### config.mk
export PLATFORM = sky130hd
export DESIGN_NAME = scrs_startup_sequencer
export DESIGN_NICKNAME = d
export VERILOG_FILES = /design/src/rtl/scrs_pkg.sv /design/src/rtl/scrs_pin_sync.sv /design/src/rtl/scrs_startup_sequencer.sv
export SDC_FILE = /design/constraint.sdc
export NUM_CORES = 1
export LEC_CHECK = 0
export ABC_AREA = 1
export BUFFER_PORTS_ARGS = -buffer_cell sky130_fd_sc_hd__buf_2
export CORE_MARGIN = 2
export CORE_UTILIZATION = 55
export DETAILED_ROUTE_END_ITERATION = 7
export HOLD_SLACK_MARGIN = 0.03
export PLACE_DENSITY = 0.83
export SLEW_MARGIN = 20
export SYNTH_ARGS = -nofsm -noshare
export SYNTH_HDL_FRONTEND = slang
export SYNTH_SLANG_ARGS = --single-unit
### constraint.sdc
create_clock -name sys_clk -period 2.1 [get_ports sys_clk]
set_input_delay 0.315 -clock sys_clk [delete_from_list [all_inputs] [get_ports sys_clk]]
set_output_delay 0.315 -clock sys_clk [all_outputs]
set_load 0.005 [all_outputs]
### src/rtl/scrs_pkg.sv
// constants for the startup clock and reset sequencer
// assumes the reference clock input is the block clock sys_clk at 50 MHz
package scrs_pkg;

  // reference clock cycles the core is held after the processor reset pin releases
  localparam int LOCK_CYCLES = 4096;
  localparam logic [11:0] LOCK_LAST = 12'(LOCK_CYCLES - 1);
  localparam logic [12:0] LOCK_LEN = 13'(LOCK_CYCLES);

  // startup ratio strap codes
  localparam logic [1:0] STRAP_8 = 2'h0;
  localparam logic [1:0] STRAP_32 = 2'h1;
  localparam logic [1:0] STRAP_16 = 2'h2;
  localparam logic [1:0] STRAP_RSVD = 2'h3;

  // core to reference clock multipliers
  localparam logic [5:0] MULT_8 = 6'h08;
  localparam logic [5:0] MULT_16 = 6'h10;
  localparam logic [5:0] MULT_32 = 6'h20;
  localparam logic [1:0] DIV_STARTUP = 2'h1;

  // values after reset
  localparam logic [5:0] MULT_RESET = 6'h08;
  localparam logic [1:0] DIV_RESET = 2'h1;
  localparam logic [11:0] LOCK_CNT_RESET = 12'h000;
  localparam logic [1:0] STRAP_SYNC_RESET = 2'h0;
  localparam logic PIN_RESET_N_SYNC_RESET = 1'h0;

  // hardware reset vector of the core
  localparam logic [23:0] RESET_VECTOR = 24'h000000;

  typedef enum logic [1:0] {ST_RESET, ST_LOCK, ST_RUN} scrs_state_e;

endpackage

### src/rtl/scrs_pin_sync.sv
// three flip-flop pin synchroniser with agreement filter
// assumes inputs are asynchronous to sys_clk; reset is synchronous
`timescale 1ns/1ps
module scrs_pin_sync #(
  parameter int WIDTH = 1,
  parameter logic [WIDTH-1:0] RESET_VAL = '0
)
(
  input wire logic sys_clk,
  input wire logic srst,
  input wire logic [WIDTH-1:0] pin,
  output logic [WIDTH-1:0] level
);

  logic [WIDTH-1:0] ff1_reg;
  logic [WIDTH-1:0] ff2_reg;
  logic [WIDTH-1:0] ff3_reg;
  logic [WIDTH-1:0] level_reg;
  logic [WIDTH-1:0] level_next;

  // only the second and third stage are compared; the first feeds the second alone
  always_comb
  begin
    level_next = level_reg;
    if (ff2_reg == ff3_reg)
    begin
      level_next = ff3_reg;
    end
  end

  always_ff @(posedge sys_clk)
  begin
    if (srst)
    begin
      ff1_reg <= RESET_VAL;
      ff2_reg <= RESET_VAL;
      ff3_reg <= RESET_VAL;
      level_reg <= RESET_VAL;
    end
    else
    begin
      ff1_reg <= pin;
      ff2_reg <= ff1_reg;
      ff3_reg <= ff2_reg;
      level_reg <= level_next;
    end
  end

  assign level = level_reg;

endmodule

### src/rtl/scrs_startup_sequencer.sv
// startup clock and reset sequencer: strap decode, pll lock wait, core release
// assumes sys_clk is the reference clock input and runs free without change
`timescale 1ns/1ps
module scrs_startup_sequencer
  import scrs_pkg::*;
(
  input wire logic sys_clk,
  input wire logic srst,
  input wire logic proc_reset_n,
  input wire logic [1:0] clk_ratio_strap,
  input wire logic pll_wr,
  input wire logic [5:0] pll_mult_in,
  input wire logic [1:0] pll_div_in,
  output logic core_reset,
  output logic core_start,
  output logic [23:0] fetch_addr,
  output logic [5:0] pll_mult,
  output logic [1:0] pll_div,
  output logic strap_reserved,
  output logic pll_locked
);

  logic pin_reset_n_f;
  logic [1:0] strap_f;
  scrs_state_e state_reg;
  scrs_state_e state_next;
  logic [11:0] lock_cnt_reg;
  logic [11:0] lock_cnt_next;
  logic [5:0] mult_reg;
  logic [5:0] mult_next;
  logic [1:0] div_reg;
  logic [1:0] div_next;
  logic rsvd_reg;
  logic rsvd_next;
  logic core_reset_reg;
  logic core_reset_next;
  logic core_start_reg;
  logic core_start_next;
  logic [23:0] fetch_reg;
  logic [23:0] fetch_next;

  // the board holds the pin low at power-up, so a low reset value is safe
  scrs_pin_sync #(
    .WIDTH(1),
    .RESET_VAL(PIN_RESET_N_SYNC_RESET)
  ) u_reset_sync (
    .sys_clk(sys_clk),
    .srst(srst),
    .pin(proc_reset_n),
    .level(pin_reset_n_f)
  );

  scrs_pin_sync #(
    .WIDTH(2),
    .RESET_VAL(STRAP_SYNC_RESET)
  ) u_strap_sync (
    .sys_clk(sys_clk),
    .srst(srst),
    .pin(clk_ratio_strap),
    .level(strap_f)
  );

  // sequencing state
  always_comb
  begin
    state_next = state_reg;
    lock_cnt_next = lock_cnt_reg;
    core_reset_next = core_reset_reg;
    core_start_next = 1'b0;
    fetch_next = fetch_reg;
    case (state_reg)
      ST_RESET:
      begin
        core_reset_next = 1'b1;
        lock_cnt_next = LOCK_CNT_RESET;
        if (pin_reset_n_f)
        begin
          state_next = ST_LOCK;
        end
      end
      ST_LOCK:
      begin
        core_reset_next = 1'b1;
        lock_cnt_next = lock_cnt_reg + 12'h001;
        if (lock_cnt_reg == LOCK_LAST)
        begin
          state_next = ST_RUN;
          core_reset_next = 1'b0;
          core_start_next = 1'b1;
          fetch_next = RESET_VECTOR;
          lock_cnt_next = LOCK_CNT_RESET;
        end
      end
      ST_RUN:
      begin
        core_reset_next = 1'b0;
      end
      default:
      begin
        state_next = ST_RESET;
        core_reset_next = 1'b1;
      end
    endcase
    // a pin reset restarts the whole sequence from any state
    if (!pin_reset_n_f)
    begin
      state_next = ST_RESET;
      core_reset_next = 1'b1;
      core_start_next = 1'b0;
      lock_cnt_next = LOCK_CNT_RESET;
    end
  end

  always_ff @(posedge sys_clk)
  begin
    if (srst)
    begin
      state_reg <= ST_RESET;
      lock_cnt_reg <= LOCK_CNT_RESET;
      core_reset_reg <= 1'b1;
      core_start_reg <= 1'b0;
      fetch_reg <= RESET_VECTOR;
    end
    else
    begin
      state_reg <= state_next;
      lock_cnt_reg <= lock_cnt_next;
      core_reset_reg <= core_reset_next;
      core_start_reg <= core_start_next;
      fetch_reg <= fetch_next;
    end
  end

  // clock ratio state
  always_comb
  begin
    mult_next = mult_reg;
    div_next = div_reg;
    rsvd_next = rsvd_reg;
    if (state_reg == ST_RESET)
    begin
      div_next = DIV_STARTUP;
      rsvd_next = 1'b0;
      case (strap_f)
        STRAP_8: mult_next = MULT_8;
        STRAP_32: mult_next = MULT_32;
        STRAP_16: mult_next = MULT_16;
        STRAP_RSVD:
        begin
          // reserved code falls back to the slowest ratio and is flagged
          mult_next = MULT_8;
          rsvd_next = 1'b1;
        end
        default: mult_next = MULT_8;
      endcase
    end
    else if (state_reg == ST_RUN && pll_wr)
    begin
      mult_next = pll_mult_in;
      div_next = pll_div_in;
    end
  end

  always_ff @(posedge sys_clk)
  begin
    if (srst)
    begin
      mult_reg <= MULT_RESET;
      div_reg <= DIV_RESET;
      rsvd_reg <= 1'b0;
    end
    else
    begin
      mult_reg <= mult_next;
      div_reg <= div_next;
      rsvd_reg <= rsvd_next;
    end
  end

  assign core_reset = core_reset_reg;
  assign core_start = core_start_reg;
  assign fetch_addr = fetch_reg;
  assign pll_mult = mult_reg;
  assign pll_div = div_reg;
  assign strap_reserved = rsvd_reg;
  // writes during the lock wait are ignored, so software sees lock only once it may write
  assign pll_locked = (state_reg == ST_RUN);

  // helper: length of the current lock wait, counted independently of lock_cnt_reg
  logic [12:0] wait_len_reg;
  always_ff @(posedge sys_clk)
  begin
    if (srst || state_reg != ST_LOCK)
    begin
      wait_len_reg <= 13'h0000;
    end
    else
    begin
      wait_len_reg <= wait_len_reg + 13'h0001;
    end
  end

  strap_decode_a: assert property (@(posedge sys_clk) disable iff (srst)
    (state_reg == ST_RESET && pin_reset_n_f && strap_f == STRAP_32) |=> (mult_reg == 6'h20 && div_reg == 2'h1))
    else $error("strap 01 did not give 32:1");

  strap_sixteen_a: assert property (@(posedge sys_clk) disable iff (srst)
    (state_reg == ST_RESET && strap_f == STRAP_16) |=> (mult_reg == 6'h10 && !strap_reserved))
    else $error("strap 10 did not give 16:1");

  pll_write_a: assert property (@(posedge sys_clk) disable iff (srst)
    (state_reg == ST_RUN && pin_reset_n_f && pll_wr) |=>
      (pll_mult == $past(pll_mult_in) && pll_div == $past(pll_div_in)))
    else $error("pll write after reset not taken");

  lock_length_a: assert property (@(posedge sys_clk) disable iff (srst)
    $rose(core_start) |-> (wait_len_reg == LOCK_LEN && $past(wait_len_reg) == LOCK_LEN - 13'h0001))
    else $error("core released after wrong lock wait");

  lock_hold_a: assert property (@(posedge sys_clk) disable iff (srst)
    (state_reg == ST_LOCK) |-> core_reset)
    else $error("core out of reset during lock wait");

  core_release_a: assert property (@(posedge sys_clk) disable iff (srst)
    $fell(core_reset) |-> (core_start && fetch_addr == RESET_VECTOR) ##1 (!core_start && !core_reset))
    else $error("core release without start at reset vector");

  ratio_hold_a: assert property (@(posedge sys_clk) disable iff (srst)
    (state_reg != ST_RESET && !(state_reg == ST_RUN && pll_wr)) |=> ($stable(pll_mult) && $stable(pll_div)))
    else $error("ratio changed without software write");

  release_cover_c: cover property (@(posedge sys_clk) disable iff (srst) $rose(core_start));
  reprogram_cover_c: cover property (@(posedge sys_clk) disable iff (srst) (state_reg == ST_RUN && pll_wr));
  rsvd_cover_c: cover property (@(posedge sys_clk) disable iff (srst) $rose(strap_reserved));
  abort_cover_c: cover property (@(posedge sys_clk) disable iff (srst)
    (state_reg == ST_LOCK) ##1 (state_reg == ST_RESET));

endmodule

==> results of run 1 <==
power by group through the flow:
stage / sequential [uW] / clock (uW) / combinational, uW
6_report: 714 / 621 / 47.3
5_1_grt: 716 / 657 / 55.5
4_1_cts: 715 / 632 / 47.1
3_5_place_dp: 730 / 0 / 46.8
3_3_place_gp: 730 / 0 / 45.8
2_1_floorplan: 730 / 0 / 63.1
how the worst min path moves through the flow:
stage	startpoint	endpoint	slack, ps	depth (start not counted)
3_5_place_dp	u_reset_sync.ff1_reg$_SDFF_PP0_	u_reset_sync.ff2_reg$_SDFF_PP0_	400	2
5_1_grt	clk_ratio_strap[1]	u_strap_sync.ff1_reg[1]$_SDFF_PP0_	140	3
3_3_place_gp	u_strap_sync.ff1_reg[0]$_SDFF_PP0_	u_strap_sync.ff2_reg[0]$_SDFF_PP0_	390	2
2_1_floorplan	u_reset_sync.ff1_reg$_SDFF_PP0_	u_reset_sync.ff2_reg$_SDFF_PP0_	390	2
4_1_cts	clk_ratio_strap[1]	u_strap_sync.ff1_reg[1]$_SDFF_PP0_	150	3
6_report	pll_div_in[0]	pll_div[0]$_SDFFE_PP1P_	160	3
critical path, stage by stage, from the launching register on:
cell and delay, ps:
dfxtp_1 690, inv_2 140, nor2_4 150, buf_2 130
routing by layer:
metal | vias to the layer above | share of wire (%) | GRT usage, % | routed length, um
met3 | 7 | 7.3 | 6.092 | 233
met2 | 60 | 47 | 30.85 | 1495
met1 | 648 | 44 | 21.45 | 1391
met5 | - | 0 | 0 | 0
li1 | 790 | - | - | -
met4 | 0 | 1.8 | 9.119 | 57
cells in the final DEF (no fill, tap or decap), types with 2 or more instances in the layout:
cell | netlist | layout
a31oi_1 | 2 | 2
nor2_1 | 32 | 32
nand2_1 | 52 | 52
a21oi_1 | 16 | 16
conb_1 | 1 | 24
ha_1 | 4 | 4
buf_2 | 2 | 25
nor2_4 | 3 | 3
bufinv_16 | 0 | 2
nand3_1 | 12 | 12
nand2_4 | 2 | 2
dfxtp_1 | 37 | 37
clkbuf_4 | 0 | 5
inv_2 | 7 | 7
nor2_2 | 4 | 4
o21bai_1 | 3 | 3
o21ai_1 | 3 | 3
o21ai_0 | 5 | 5
nand4_1 | 2 | 2
inv_1 | 24 | 24
cell type report:
class | instances | share of cell area [%]
Clock inverter | 3 | 3.448
Timing Repair Buffer | 25 | 6.270
Tap cell | 44 | 2.759
Sequential cell | 37 | 37.12
Clock buffer | 5 | 1.881
Inverter | 32 | 6.144
Multi-Input combinational cell | 175 | 42.38
kinds of logic (layout without fill, tap and decap cells):
| group | Yosys count | count (layout) | synth area share [%] |
|---|---|---|---|
| AOI/OAI and AO/OA | 33 | 33 | 10.54 |
| xor gates and xnor gates | 1 | 1 | 0.4822 |
| adders and majority gates | 4 | 4 | 2.755 |
| buffers and inverters | 59 | 65 | 17.42 |
| DFF | 37 | 37 | 40.77 |
| other | 1 | 24 | 0.2064 |
| and+or+nand+nor | 113 | 113 | 27.82 |
through the flow:
stage / total power (uW) / instance area (um2) / instances / worst slack (ps)
4_1_cts: 1393 / 1996 / 321 / 317.2
3_5_place_dp: 777.2 / 1889 / 313 / 607.5
5_1_grt: 1428 / 1996 / 321 / 226.8
6_report: 1383 / 1996 / 321 / 327.3
3_3_place_gp: 775.9 / 1889 / 313 / 630.1
2_1_floorplan: 792.7 / 1903 / 271 / 823.6
==> impl_metrics.ini, run 1 <==
[global_routing]
grt_pass1_vias = 1180
grt_max_degree = 18
antenna_found_initial = 0
track_usage_pct = 18.55
overflow = 0
grt_pass1_wl_mm = 5.064

[synth]
synth-edff-count = 0
synth_top_cell_by_area = dfxtp_1
yosysMostFrequentCell = nand2_1
synth_async_sr_flop_share_pct = 0
netlist_area_um2 = 1817
ys_seq_area_share_pct = 40.77
avgSynthCellArea_um2 = 7.326
synth-seq-cells = 37
synth_top_cell_area_share_pct = 40.77
yosysWarnings = 0
synth.top_cells.by_area = dfxtp_1 (41%), nand2_1 (11%), buf_4 (9.9%), nor2_1 (6.6%), inv_1 (5.0%)
syn_inst = 248
yosysUniqueCellTypes = 32
synth_commonest_cells = nand2_1 (52), dfxtp_1 (37), nor2_1 (32), buf_4 (24), inv_1 (24)
synth-main-ff-cell = dfxtp_1

[power_and_ir_drop]
power_density_nw_per_um2 = 692.9
swShare_pct = 20.31
ir_drop_uv = 410.4
comb_power_share_pct = 3.4
p_int_uw = 1102
p_sw_uw = 280.9
power.leakage_uw = 0.0008405
pwr-share-seq_pct = 51.7
clkPwrFrac_pct = 44.9

[worst_setup_path]
crit_type = flip-flop to output pin
worst_ep_required_time_ps = 1780
rr_endpoint = lock_cnt_reg[9]$_SDFFE_PP0P_
startpoint = state_reg[1]$_SDFFE_PP0P_
cp-start-kind = flip-flop
r2r_cells = 8
rrSetupSlack_ps = 580
rr_startpoint = lock_cnt_reg[0]$_SDFFE_PP0P_
cp_max_fo = 13
arrival_ps = 1460
cp-endpoint = pll_locked
crit_path_end_kind = output pin

[placement]
numPortBuffers = 25
dp_hpwl_mm = 2.287
place.gp.congestion = 0.9341

[clocking]
ctsHoldBuffers = 0
cts_sinks = 37
path_clk_slew_ps = 120
cts_resized = 0
cts_setup_buffers = 0
clk_latency_ps = 340
cts_root_buffer = clkbuf_4
clock_tree.buffer_depth = 2
cts_tree = built
cts_buffers = 5
htreeDepth = 2

[timing]
fmax_mhz = 564.1
finalCriticalPeriod_ps = 1773
hold_ws_ps = 160.2
slew_violations = 0
finClkSkew_ps = 6.190
fin_setup_tns_ps = 0
rsz0062_at_grt = false
relSlewSlack_pct = 62.48
worst_pin_slew_ps = 562.1
finalSetupViolCount = 0
final_hold_viol_count = 0
finalCritPeriodShare_pct = 84.42

[die]
initial_core_util_pct = 58.55
rows = 20
boundaryPins = 50
fp.dieW_um = 61.48
core_region_area_um2 = 3103
die-area_um2 = 3779
die_h_um = 61.48

[final_layout]
layout.nets = 294
n_antenna_cell = 0
fillCellCount = 278
utilization_pct = 64.31
largest_register_ffs = 12
regArea_um2 = 740.7
layout-drive-gt1-share_pct = 19.49
syn_to_final_growth_pct = 9.848
multi_input_area_um2 = 845.8

[drt]
drc = 0
drt.antenna.violating_nets = 0
post_drt_wl_per_cell_um = 9.900
via_per_inst = 4.688
wirelength_mm = 3.178
first_pass_iters = 4
num_vias = 1505
drtIter0Drc = 115

[status]
status = finished, final reports clean

[hold_path]
hold_class = input port to flip-flop

[run]
max_cap_violations = 0
(Power assumes the default switching activity.)
==> run 2: changes to the inputs <==
--- a/config.mk
+++ b/config.mk
@@ -5,13 +5,13 @@
 export SDC_FILE = /design/constraint.sdc
 export NUM_CORES = 1
 export LEC_CHECK = 0
-export ABC_AREA = 1
+export ABC_AREA = 0
 export BUFFER_PORTS_ARGS = -buffer_cell sky130_fd_sc_hd__buf_2
 export CORE_MARGIN = 2
-export CORE_UTILIZATION = 55
+export CORE_UTILIZATION = 46
 export DETAILED_ROUTE_END_ITERATION = 7
 export HOLD_SLACK_MARGIN = 0.03
-export PLACE_DENSITY = 0.83
+export PLACE_DENSITY = 0.75
 export SLEW_MARGIN = 20
 export SYNTH_ARGS = -nofsm -noshare
 export SYNTH_HDL_FRONTEND = slang
==> constraint.sdc (replaced) <==
create_clock -name sys_clk -period 1.6 [get_ports sys_clk]
set_input_delay 0.24 -clock sys_clk [delete_from_list [all_inputs] [get_ports sys_clk]]
set_output_delay 0.24 -clock sys_clk [all_outputs]
set_load 0.005 [all_outputs]
==> run 2 against run 1 <==
  * Sequential power up 31%
  * First-iteration DRC count is 57% lower
  * Cell count decreased by 8.7%
  * Critical endpoint is now lock_cnt_reg[11]$_SDFFE_PP0P_
  * Largest power group unchanged
==> impl_metrics.ini, run 2 <==
[synth]
avgSynthCellArea_um2 = 8.696
synth-main-ff-cell = dfxtp_1
yosysUniqueCellTypes = 41
synth.top_cells.by_area = dfxtp_1 (42%), buf_4 (10%), a21oi_1 (4.6%), nor2_1 (3.8%), nand2_1 (3.6%)
synth-seq-cells = 37
ys_seq_area_share_pct = 42.17
yosysMostFrequentCell = dfxtp_1
synth_commonest_cells = dfxtp_1 (37), buf_4 (24), nor2_1 (18), nand2_1 (17), a21oi_1 (16)
netlist_area_um2 = 1757
syn_inst = 202
synth_async_sr_flop_share_pct = 0
synth_top_cell_by_area = dfxtp_1
yosysWarnings = 0
synth_top_cell_area_share_pct = 42.17
synth-edff-count = 0

[final_layout]
final_common_cell = dfxtp_1
n_antenna_cell = 0
fillCellCount = 355
layout-drive-gt1-share_pct = 24.49
syn_to_final_growth_pct = 18.09
largest_register_ffs = 12
regArea_um2 = 740.7
multi_input_area_um2 = 862.1
final_cell_mix = dfxtp_1 (37), buf_2 (26), conb_1 (24), nor2_1 (18)
layout.nets = 262

[die]
core_region_area_um2 = 3661
fp.dieW_um = 65.80
boundaryPins = 50
initial_core_util_pct = 47.98
die_h_um = 65.80
rows = 22
die-area_um2 = 4329

[global_routing]
antenna_found_initial = 0
track_usage_pct = 15.80
overflow = 0
grt_pass1_wl_mm = 5.306
grt_max_degree = 23
grt_pass1_vias = 1245

[drt]
num_vias = 1419
wirelength_mm = 3.275
drt.antenna.violating_nets = 0
drc = 0
drtIter0Drc = 50
via_per_inst = 4.843
first_pass_iters = 4
post_drt_wl_per_cell_um = 11.18

[clocking]
ctsHoldBuffers = 0
cts_buffers = 5
clk_latency_ps = 280
cts_root_buffer = clkbuf_8
cts_sinks = 37
clock_tree.buffer_depth = 2
cts_tree = built
path_clk_slew_ps = 80
htreeDepth = 2

[status]
status = finished, final reports clean

[worst_setup_path]
path_cells = ha_1 -> and4_4 -> a311oi_4 -> buf_6 -> a41oi_1 -> a31oi_1
cpPeakStageDelay_ps = 320
path_buf_inv = 1
cp-start-kind = flip-flop
rrSetupSlack_ps = 80
arrival_ps = 1740
cp_max_fo = 5
crit_slowest_cell = dfxtp_1
crit_type = flip-flop to flip-flop
worst_ep_required_time_ps = 1820
crit_family = compound AO/OA/AOI/OAI gates
crit_path_end_kind = flip-flop

[hold_path]
hold_class = input port to flip-flop

[timing]
setup_slack_ps = 79.09
finalSetupViolCount = 0
finClkSkew_ps = 6.763
fin_setup_tns_ps = 0
finalCritPeriodShare_pct = 95.06
rsz0062_at_grt = false
finalCriticalPeriod_ps = 1521
fmax_mhz = 657.5
final_hold_viol_count = 0
slew_violations = 0

[placement]
dp_hpwl_mm = 2.394
place.gp.congestion = 0.8431
numPortBuffers = 25
dpl_worst_slack_ps = 5.535

[power_and_ir_drop]
power_density_nw_per_um2 = 881.0
ir_drop_uv = 497.5
power.leakage_uw = 0.0008749

[run]
max_cap_violations = 0
## run 2: cell types whose count changed after synthesis, moves of 4 or more
| cell | delta |
|---|---|
| nand2_1 | -35 |
| inv_1 | -18 |
| nor2_1 | -14 |
| nor2b_1 | +9 |
| inv_2 | -7 |
| clkbuf_1 | +5 |
| nand2b_1 | +4 |
| nor2_2 | -4 |
## run 2: logic make-up (layout without fill, tap and decap cells)
family          Yosys count  in the layout  synth area share (%)
fa+ha+maj                 4              4                 2.849
flops                    37             37                 42.17
mux                       3              3                 1.781
other cells               1             24                0.2135
compound gates           41             41                 15.74
buf+inv                  38             58                 14.17
xor+xnor                  3              3                 1.496
simple gates             75             75                 21.58
## run 2: final cells by class
type / instances / area share [%]
clock buffers: 6 / 3.981
clock inverters: 2 / 1.809
inverters: 6 / 1.086
multi-input cells: 150 / 41.56
flip-flops and latches: 37 / 35.71
well taps: 48 / 2.895
repair buffers: 44 / 12.97
## run 2: path summary, 6_finish.rpt
path / start / to / cells past startpoint
hold / removal: proc_reset_n / u_reset_sync.ff1_reg$_SDFF_PP0_ / 2
setup reg to reg: lock_cnt_reg[0]$_SDFFE_PP0P_ / lock_cnt_reg[11]$_SDFFE_PP0P_ / 6
setup / recovery: lock_cnt_reg[0]$_SDFFE_PP0P_ / lock_cnt_reg[11]$_SDFFE_PP0P_ / 6
hold reg to reg: u_strap_sync.ff1_reg[1]$_SDFF_PP0_ / u_strap_sync.ff2_reg[1]$_SDFF_PP0_ / 1
## run 2: metrics by stage
step	std cells	power [uW]	hold WS, ps	cell area, um2	utilization [%]
6_report	293	1828	158.6	2074	56.66
5_1_grt	293	1901	164.9	2074	56.66
4_1_cts	291	1843	156.8	2056	56.15
3_5_place_dp	283	1010	427.0	1929	52.70
3_3_place_gp	283	1009	417.6	1929	52.70
2_1_floorplan	225	1030	311.6	1843	-
## run 2: timing repair
action                                 4_1_cts  5_1_grt
endpoints found under the hold margin        0        0
resized for setup                            1        3
pin swaps                                    0        1
setup endpoints to repair                    1        7
buffers inserted                             0        1
cloned                                       0        1
## run 2: per-layer routing
layer  track usage, %  vias to the layer above  share of wire, %
li1                 -                      727                 -
met4            4.427                        0              0.24
met5                0                        -                 0
met2            25.13                       44                46
met3            5.281                        2               5.8
met1            20.38                      646                48
## run 2: where the power goes
group / internal (uW) / switching (uW)
registers: 930 / 4.56
logic: 22.8 / 32.0
clock network: 507 / 332
total: 1460 / 368
